$ cat src/hdl/ccm_defs.svh
// constants of the converter current monitor
`ifndef CCM_DEFS_SVH
`define CCM_DEFS_SVH

// control clock and scan step
`define CCM_CLK_NS          40
`define CCM_MS_NS           1000000
`define CCM_SCAN_NS         1000000
`define CCM_SCAN_CYC        (`CCM_SCAN_NS / `CCM_CLK_NS)

// converter load integrator, currents in units of 0.1 A
`define CCM_CONV_IMAX       16'h0080
`define CCM_CONV_TMAX_MS    1000
`define CCM_CONV_TMAX_STEPS (`CCM_CONV_TMAX_MS * `CCM_MS_NS / `CCM_SCAN_NS)

// rms over-current check
`define CCM_RMS_LEVEL       16'h00C8
`define CCM_RMS_QUAL_MS     100
`define CCM_RMS_QUAL_STEPS  (`CCM_RMS_QUAL_MS * `CCM_MS_NS / `CCM_SCAN_NS)

// dc-link thresholds in volts
`define CCM_UDC_UV_V        12'h01C2
`define CCM_UDC_BRAKE_V     12'h02EE
`define CCM_UDC_OV_V        12'h0320

`endif

$ cat src/hdl/ccm_pkg.sv
// types of the converter current monitor
package ccm_pkg;

  typedef struct packed {
    logic brk;
    logic w;
    logic v;
    logic u;
  } ccm_sc_t;

  typedef struct packed {
    logic [15:0] motor_irms;
    logic [15:0] conv_irms;
    logic [11:0] udc;
  } ccm_meas_t;

  typedef struct packed {
    logic [15:0] i_nom;
    logic [15:0] i_max;
    logic [15:0] overcurrent_allow_time;
  } ccm_motor_cfg_t;

  typedef struct packed {
    logic short_circuit_fault;
    logic motor_overload_fault;
    logic converter_overload_fault;
    logic rms_overcurrent_fault;
    logic overvoltage_fault;
    logic undervoltage;
  } ccm_fault_t;

  typedef enum logic [1:0] {
    CCM_RUN  = 2'b00,
    CCM_RAMP = 2'b01,
    CCM_OFF  = 2'b10
  } ccm_state_t;

endpackage

$ cat src/hdl/ccm_i2t.sv
// load integrator: accumulates squared current above the continuous level
`timescale 1ns/1ps
module ccm_i2t #(
  parameter int IW = 16,
  parameter int TW = 16
) (
  // clock and reset
  input  wire logic          ref_clk,
  input  wire logic          rst_n,
  // control
  input  wire logic          step,
  input  wire logic          clr,
  // settings and measurement
  input  wire logic [IW-1:0] i_cont,
  input  wire logic [IW-1:0] i_max,
  input  wire logic [TW-1:0] t_max_steps,
  input  wire logic [IW-1:0] i_eff,
  // result
  output logic               trip_r
);
  localparam int SQ = 2 * IW;
  localparam int LW = SQ + TW;
  localparam int AW = LW + 2;

  logic signed [AW-1:0] acc_r;

  wire [SQ-1:0]        ieff2 = i_eff * i_eff;
  wire [SQ-1:0]        icont2 = i_cont * i_cont;
  wire [SQ-1:0]        imax2 = i_max * i_max;
  wire [SQ-1:0]        span = (imax2 > icont2) ? imax2 - icont2 : '0;
  wire [LW-1:0]        lim = span * t_max_steps;
  wire signed [AW-1:0] delta = $signed(AW'(ieff2)) - $signed(AW'(icont2));
  wire signed [AW-1:0] sum = acc_r + delta;
  wire signed [AW-1:0] acc_nxt = sum[AW-1] ? '0 : sum;
  wire                 over = acc_r > $signed(AW'(lim));

  always_ff @(posedge ref_clk or negedge rst_n) begin
    if (!rst_n) begin
      acc_r  <= '0;
      trip_r <= 1'b0;
    end else begin
      if (clr) begin
        acc_r <= '0;
      end else if (step) begin
        acc_r <= acc_nxt;
      end
      // a clear drops the trip at its own edge, but the stale trip still relatches a fault during that clear cycle
      trip_r <= over & ~clr;
    end
  end
endmodule // ccm_i2t

$ cat src/hdl/ccm_monitor.sv
// converter current monitor: short-circuit, dc-link, load integral and rms protection
// How it works
// - the three motor phases and the brake resistor path are watched for short circuit.
// - a short circuit turns off pwm and the brake resistor with no software in the path.
// - after a short circuit the mechanical brake engages and the short-circuit fault shows.
// - short-circuit detection has no settings at all.
// - below the undervoltage level pwm turns off and the brake engages at once.
// - each integrator limit is (imax squared minus icont squared) times the allowed time.
// - each scan step adds (ieff squared minus icont squared) times one step to the sum.
// - an integrator trips only when its sum is strictly above its limit.
// - motor and converter integrators are separate instances with their own settings.
// - the motor integrator uses nominal current, maximum current and allowed time.
// - a motor integrator trip shows the motor overload fault and asks a ramp stop.
// - the converter integrator uses the power-class current, 12.8 A and 1 s.
// - a converter integrator trip shows the converter overload fault and a ramp stop.
// - rms current above 20 A for 100 ms shows the rms fault and asks a ramp stop.
// - dc-link at the braking level switches the brake resistor on in the run and ramp states only, so not above the overvoltage level.
// - dc-link above the overvoltage level shuts down with a fault.
`timescale 1ns/1ps
`include "ccm_defs.svh"
module ccm_monitor #(
  parameter int          SCAN_CYC  = `CCM_SCAN_CYC,
  parameter logic [11:0] UDC_BRAKE = `CCM_UDC_BRAKE_V,
  parameter logic [11:0] UDC_OV    = `CCM_UDC_OV_V
) (
  // clock and reset
  input  wire logic                    ref_clk,
  input  wire logic                    rst_n,
  // sensing
  input  wire ccm_pkg::ccm_sc_t        sc_det,
  input  wire ccm_pkg::ccm_meas_t      meas,
  // settings and control
  input  wire ccm_pkg::ccm_motor_cfg_t motor_cfg,
  input  wire logic [15:0]             conv_class_i,
  input  wire logic                    fault_reset,
  // power stage and drive
  output logic                         pwm_en_r,
  output logic                         brake_res_on_r,
  output logic                         mech_brake_r,
  output logic                         ramp_stop_r,
  // status
  output ccm_pkg::ccm_fault_t          faults_r,
  output ccm_pkg::ccm_state_t          state_r
);
  // ****************************************
  // scan step and integrators
  // ****************************************
  logic tick;
  logic mot_trip;
  logic conv_trip;

  ccm_scan_tick #(
    .SCAN_CYC (SCAN_CYC)
  ) u_tick (
    .ref_clk (ref_clk),
    .rst_n   (rst_n),
    .tick_r  (tick)
  );

  // motor integrator
  ccm_i2t #(
    .IW (16),
    .TW (16)
  ) u_mot_i2t (
    .ref_clk     (ref_clk),
    .rst_n       (rst_n),
    .step        (tick),
    .clr         (fault_reset),
    .i_cont      (motor_cfg.i_nom),
    .i_max       (motor_cfg.i_max),
    .t_max_steps (motor_cfg.overcurrent_allow_time),
    .i_eff       (meas.motor_irms),
    .trip_r      (mot_trip)
  );

  // converter integrator
  ccm_i2t #(
    .IW (16),
    .TW (16)
  ) u_conv_i2t (
    .ref_clk     (ref_clk),
    .rst_n       (rst_n),
    .step        (tick),
    .clr         (fault_reset),
    .i_cont      (conv_class_i),
    .i_max       (`CCM_CONV_IMAX),
    .t_max_steps (16'(`CCM_CONV_TMAX_STEPS)),
    .i_eff       (meas.conv_irms),
    .trip_r      (conv_trip)
  );

  // ****************************************
  // detection
  // ****************************************
  // fixed short-circuit detection, nothing to configure
  wire sc_any = sc_det.u | sc_det.v | sc_det.w | sc_det.brk;
  wire uv = meas.udc < `CCM_UDC_UV_V;
  wire ov = meas.udc > UDC_OV;
  wire brake_zone = meas.udc >= UDC_BRAKE;
  wire rms_hi = meas.conv_irms > `CCM_RMS_LEVEL;

  // ****************************************
  // rms qualification
  // ****************************************
  localparam logic [7:0] QUAL_LAST = 8'(`CCM_RMS_QUAL_STEPS - 1);
  logic [7:0] rms_cnt_r;
  wire        rms_trip = tick & rms_hi & (rms_cnt_r == QUAL_LAST);
  wire [7:0]  rms_cnt_nxt = !rms_hi ? 8'h00 :
                            (rms_cnt_r == QUAL_LAST) ? rms_cnt_r : rms_cnt_r + 8'h01;

  always_ff @(posedge ref_clk or negedge rst_n) begin
    if (!rst_n) begin
      rms_cnt_r <= 8'h00;
    end else if (tick) begin
      rms_cnt_r <= rms_cnt_nxt;
    end
  end

  // ****************************************
  // fault latches
  // ****************************************
  // a new event in the reset cycle wins over the reset
  wire keep = ~fault_reset;
  ccm_pkg::ccm_fault_t faults_nxt;
  assign faults_nxt.short_circuit_fault = sc_any | (faults_r.short_circuit_fault & keep);
  assign faults_nxt.motor_overload_fault = mot_trip | (faults_r.motor_overload_fault & keep);
  assign faults_nxt.converter_overload_fault =
    conv_trip | (faults_r.converter_overload_fault & keep);
  assign faults_nxt.rms_overcurrent_fault = rms_trip | (faults_r.rms_overcurrent_fault & keep);
  assign faults_nxt.overvoltage_fault = ov | (faults_r.overvoltage_fault & keep);
  assign faults_nxt.undervoltage = uv;

  // ****************************************
  // drive state
  // ****************************************
  wire hard_off = faults_nxt.short_circuit_fault | faults_nxt.overvoltage_fault | uv;
  wire ramp_req = faults_nxt.motor_overload_fault | faults_nxt.converter_overload_fault |
                  faults_nxt.rms_overcurrent_fault;
  wire ccm_pkg::ccm_state_t state_nxt = hard_off ? ccm_pkg::CCM_OFF :
                                       ramp_req ? ccm_pkg::CCM_RAMP : ccm_pkg::CCM_RUN;

  logic pwm_en_nxt;
  logic mech_brake_nxt;
  logic brake_res_nxt;

  always_comb begin
    case (state_nxt)
      ccm_pkg::CCM_RUN: begin
        pwm_en_nxt     = 1'b1;
        mech_brake_nxt = 1'b0;
        brake_res_nxt  = brake_zone;
      end
      ccm_pkg::CCM_RAMP: begin
        pwm_en_nxt     = 1'b1;
        mech_brake_nxt = 1'b0;
        brake_res_nxt  = brake_zone;
      end
      ccm_pkg::CCM_OFF: begin
        pwm_en_nxt     = 1'b0;
        mech_brake_nxt = 1'b1;
        brake_res_nxt  = 1'b0;
      end
      default: begin
        pwm_en_nxt     = 1'b0;
        mech_brake_nxt = 1'b1;
        brake_res_nxt  = 1'b0;
      end
    endcase
  end

  always_ff @(posedge ref_clk or negedge rst_n) begin
    if (!rst_n) begin
      faults_r       <= '0;
      state_r        <= ccm_pkg::CCM_OFF;
      pwm_en_r       <= 1'b0;
      mech_brake_r   <= 1'b1;
      brake_res_on_r <= 1'b0;
      ramp_stop_r    <= 1'b0;
    end else begin
      faults_r       <= faults_nxt;
      state_r        <= state_nxt;
      pwm_en_r       <= pwm_en_nxt;
      mech_brake_r   <= mech_brake_nxt;
      brake_res_on_r <= brake_res_nxt;
      ramp_stop_r    <= ramp_req;
    end
  end
endmodule // ccm_monitor

$ cat src/hdl/ccm_scan_tick.sv
// scan step divider: one-cycle enable every SCAN_CYC clocks
`timescale 1ns/1ps
module ccm_scan_tick #(
  parameter int SCAN_CYC = 25000
) (
  // clock and reset
  input  wire logic ref_clk,
  input  wire logic rst_n,
  // scan enable
  output logic      tick_r
);
  logic [15:0] cnt_r;
  wire         last = (cnt_r == 16'(SCAN_CYC - 1));

  always_ff @(posedge ref_clk or negedge rst_n) begin
    if (!rst_n) begin
      cnt_r  <= 16'h0000;
      tick_r <= 1'b0;
    end else begin
      cnt_r  <= last ? 16'h0000 : cnt_r + 16'h0001;
      tick_r <= last;
    end
  end
endmodule // ccm_scan_tick

$ cat config.mk
export PLATFORM = sky130hd
export DESIGN_NAME = ccm_monitor
export DESIGN_NICKNAME = d
export VERILOG_FILES = /design/src/hdl/ccm_pkg.sv /design/src/hdl/ccm_i2t.sv /design/src/hdl/ccm_monitor.sv /design/src/hdl/ccm_scan_tick.sv
export VERILOG_INCLUDE_DIRS = /design/src /design/src/hdl
export SDC_FILE = /design/constraint.sdc
export NUM_CORES = 2
export LEC_CHECK = 0
export BUFFER_PORTS_ARGS = -buffer_cell sky130_fd_sc_hd__buf_2
export CAP_MARGIN = 20
export CORE_MARGIN = 2
export CORE_UTILIZATION = 40
export DETAILED_ROUTE_END_ITERATION = 8
export PLACE_DENSITY = 0.54
export SYNTH_ARGS = -nofsm -noshare
export SYNTH_HDL_FRONTEND = slang
export SYNTH_SLANG_ARGS = --single-unit
$ cat constraint.sdc
create_clock -name ref_clk -period 5.5 [get_ports ref_clk]
set_clock_uncertainty 0.15 [all_clocks]
set_input_delay 0.275 -clock ref_clk [delete_from_list [all_inputs] [get_ports ref_clk]]
set_output_delay 0.275 -clock ref_clk [all_outputs]
set_load 0.02 [all_outputs]
==> qor.txt <==
Outcome - finished with violations
Failing checks - setup timing
Chip width - 433 µm
Max-Cap Viols - 0
Tmin final - 14.87 ns
Port Buf Inserts - 126
Setup crit end kind - flop
Initial core utilization - 0.402
Measured slew at the worst slew-check pin - 1.07 ns
Mean Syn Cell Area - 8.80 µm²
Synth area leader - fa_1
Detailed-route vias per instance - 4.88
Nets@finish - 12700
Final WS setup - -9.37 ns
Synth top area share - 0.385
CTS Sinks - 137
Number of flops mapped to enable cells by yosys - 0
Hold Crit Class - input port to flop
Worst skew pair latency - 0.45 ns
DR pass1 iterations - 5
Vias in the first global route - 66400
Die Y - 433 µm
DRC viols - 0
RSZ-0062 raised after global routing - yes
Final Hold Viols - 0
Worst Path Max Fanout - 7
# rows - 157
Syn. warnings - 0
Gr usage total - 0.228
Total number of vias - 62000
Gr ovfl total - 0
Crit Path Class - input port to flop
Primary FF master, synth - dfrtp_1
Placed Area - 91400 µm²
Area of the mapped netlist - 73500 µm²
FF+latch count, synth - 137
Antenna violations before repair - 19
Ports - 127
Max_slew headroom - 0.282
First-pass GRT wire length - 345 mm
ANT nets after route - 0
Wirelength, routed - 207 mm
Async SR Flop Fraction - 1.00
CTS clk-pin slew, worst paths - 0.08 ns
Largest net degree at the start of global routing - 73
Synth-to-Final Area Change - 29.2%
Max Clk Rate - 67.2 MHz
Die ar. - 187000 µm²
Final slew viol count - 0
First DRT Iteration DRCs - 3134
Worst path slowest cell - fa_2
Hpwl dp - 183 mm
Clock buffer depth - 2
Synth top area cells - fa_1, ha_1, inv_1
Fillers - 17200
Clk root buf - clkbuf_16
CTS tree - built
Final instance area - 95000 µm²
Core Footprint - 183000 µm²
Critical Path Max Stage Delay - 0.56 ns
# setup viols final - 100
CP required - 5.67 ns
Share of cells above drive strength 1 - 0.246
CTS buffer count - 17
Critical path startpoint category - input port
DR WL/cell - 16.3 µm
Most used cell, CP - fa_1
GPL Wtd Cong - 0.953
Synth Instances - 8358
Final worst path period share - 2.70
H-tree depth - 4
Post-synth cell types - 98
Arrival @ worst endpoint - 15.05 ns
Seq/Total Area, Yosys - 0.0467
-- synthesized netlist by cell type, drive strengths merged, types with 6 or more instances --
library cell / count
inv: 1963
fa: 1416
ha: 958
nand2: 746
and2: 365
a21oi: 321
nor2: 268
a21o: 249
clkbuf: 228
xnor2: 225
nand3: 212
o21ai: 212
xor2: 161
dfrtp: 135
and3: 86
nor2b: 71
nor3: 70
nand4: 68
a22o: 52
nand2b: 52
o21a: 51
o21bai: 47
a31oi: 38
a211oi: 37
buf: 30
or2: 29
nor4: 25
o31ai: 22
o211ai: 21
a31o: 16
or3: 15
and4: 13
a2111oi: 12
a21boi: 12
nor3b: 10
a211o: 9
a221oi: 9
nand3b: 6
o22ai: 6
-- metrics by stage --
stage | setup TNS [ns] | hold WS (ns) | util | setup slack (ns) | cells
2_1_floorplan | -679.52 | -0.171 | - | -8.73 | 8460
3_3_place_gp | -790.82 | 0.0541 | 0.500 | -10.10 | 12600
3_5_place_dp | -792.23 | 0.0591 | 0.500 | -10.31 | 12600
4_1_cts | -731.42 | 0.0486 | 0.514 | -9.37 | 12700
5_1_grt | -768.53 | 0.117 | 0.520 | -9.94 | 12700
6_report | -719.42 | 0.0705 | 0.520 | -9.37 | 12700
-- worst max-delay path: cells and delay by family --
kind	cells	cell delay, ns
adders and majority gates	16	6.87
AOI/OAI and AO/OA	21	3.89
buffers and inverters	18	1.99
and+or+nand+nor	11	1.52
xor gates and xnor gates	2	0.45
-- final timing paths --
| path | start | slack, ns | cells after the start | to |
|---|---|---|---|---|
| max | motor_cfg[42] | -9.37 | 68 | u_mot_i2t.trip_r |
| min | meas[7] | 0.07 | 4 | faults_r[0] |
| max reg2reg | u_conv_i2t.acc_r[1] | 1.46 | 16 | u_conv_i2t.acc_r[47] |
| min reg2reg | u_conv_i2t.trip_r | 0.30 | 1 | faults_r[3] |
| max in group asynchronous | rst_n | 3.83 | 3 | u_mot_i2t.acc_r[6] |
| min in group asynchronous | rst_n | 0.13 | 2 | u_tick.cnt_r[4] |
-- placed cells by master, fill, tap and decap left out, types with 52 or more instances in the layout --
cell type / count
and2_1: 349
nor2_1: 243
nand4_1: 68
buf_4: 1801
nand2_1: 713
a21o_1: 249
dfrtp_1: 135
ha_1: 904
a22o_1: 52
a21oi_1: 277
fa_1: 1402
xnor2_1: 216
o21ai_2: 54
buf_2: 96
xor2_1: 151
and3_1: 77
nor2b_1: 69
inv_1: 1927
conb_1: 104
nand3_1: 205
o21ai_0: 120
-- registers in the layout (all words and copies together), names as in the netlist --
register and count:
u_tick.cnt_r 16, ramp_stop_r 1, u_mot_i2t.acc_r 49, u_mot_i2t.trip_r 1, u_conv_i2t.trip_r 1, faults_r 6, u_tick.tick_r 1, rms_cnt_r 8
brake_res_on_r 1, pwm_en_r 1, u_conv_i2t.acc_r 49, state_r 2, mech_brake_r 1
-- cells by family after synthesis --
group           count (synthesis)  share of synthesized area
buf+inv                      2222                      0.114
compound gates               1181                      0.106
xor+xnor                      386                     0.0460
fa+ha+maj                    2374                      0.548
simple gates                 2050                      0.137
flops                         137                     0.0467
other cells                     2                   0.000102
mux                             6                   0.000885
-- final cells by class --
| cell class | instances | area, µm² | area share |
|---|---|---|---|
| Multi-Input combinational cell | 6101 | 64600 | 0.680 |
| Timing Repair Buffer | 2018 | 15900 | 0.167 |
| Inverter | 1964 | 7380 | 0.0777 |
| Sequential cell | 137 | 3430 | 0.0361 |
| Tap cell | 2464 | 3080 | 0.0324 |
| Clock buffer | 17 | 425 | 0.00448 |
| Clock inverter | 15 | 203 | 0.00213 |
| Antenna cell | 2 | 5.00 | 0.0000527 |
-- routing by layer --
layer	track usage	vias to the layer above	wire length (µm)
met4	0.0332	8	2930
met3	0.0155	170	7330
li1	-	29800	-
met5	0	-	61
met2	0.388	995	100000
met1	0.323	31000	96600
-- what timing repair did --
item | CTS | global route
pin swaps | 165 | 96
setup buffers | 76 | 27
endpoints found under the setup margin | 100 | 100
hold buffers | 9 | 0
endpoints found under the hold margin | 41 | 0
resized for setup | 283 | 178
gates cloned | 6 | 0
Power is not shown: default switching activity piles up to over one toggle a cycle in this logic, so the estimate is an artifact.
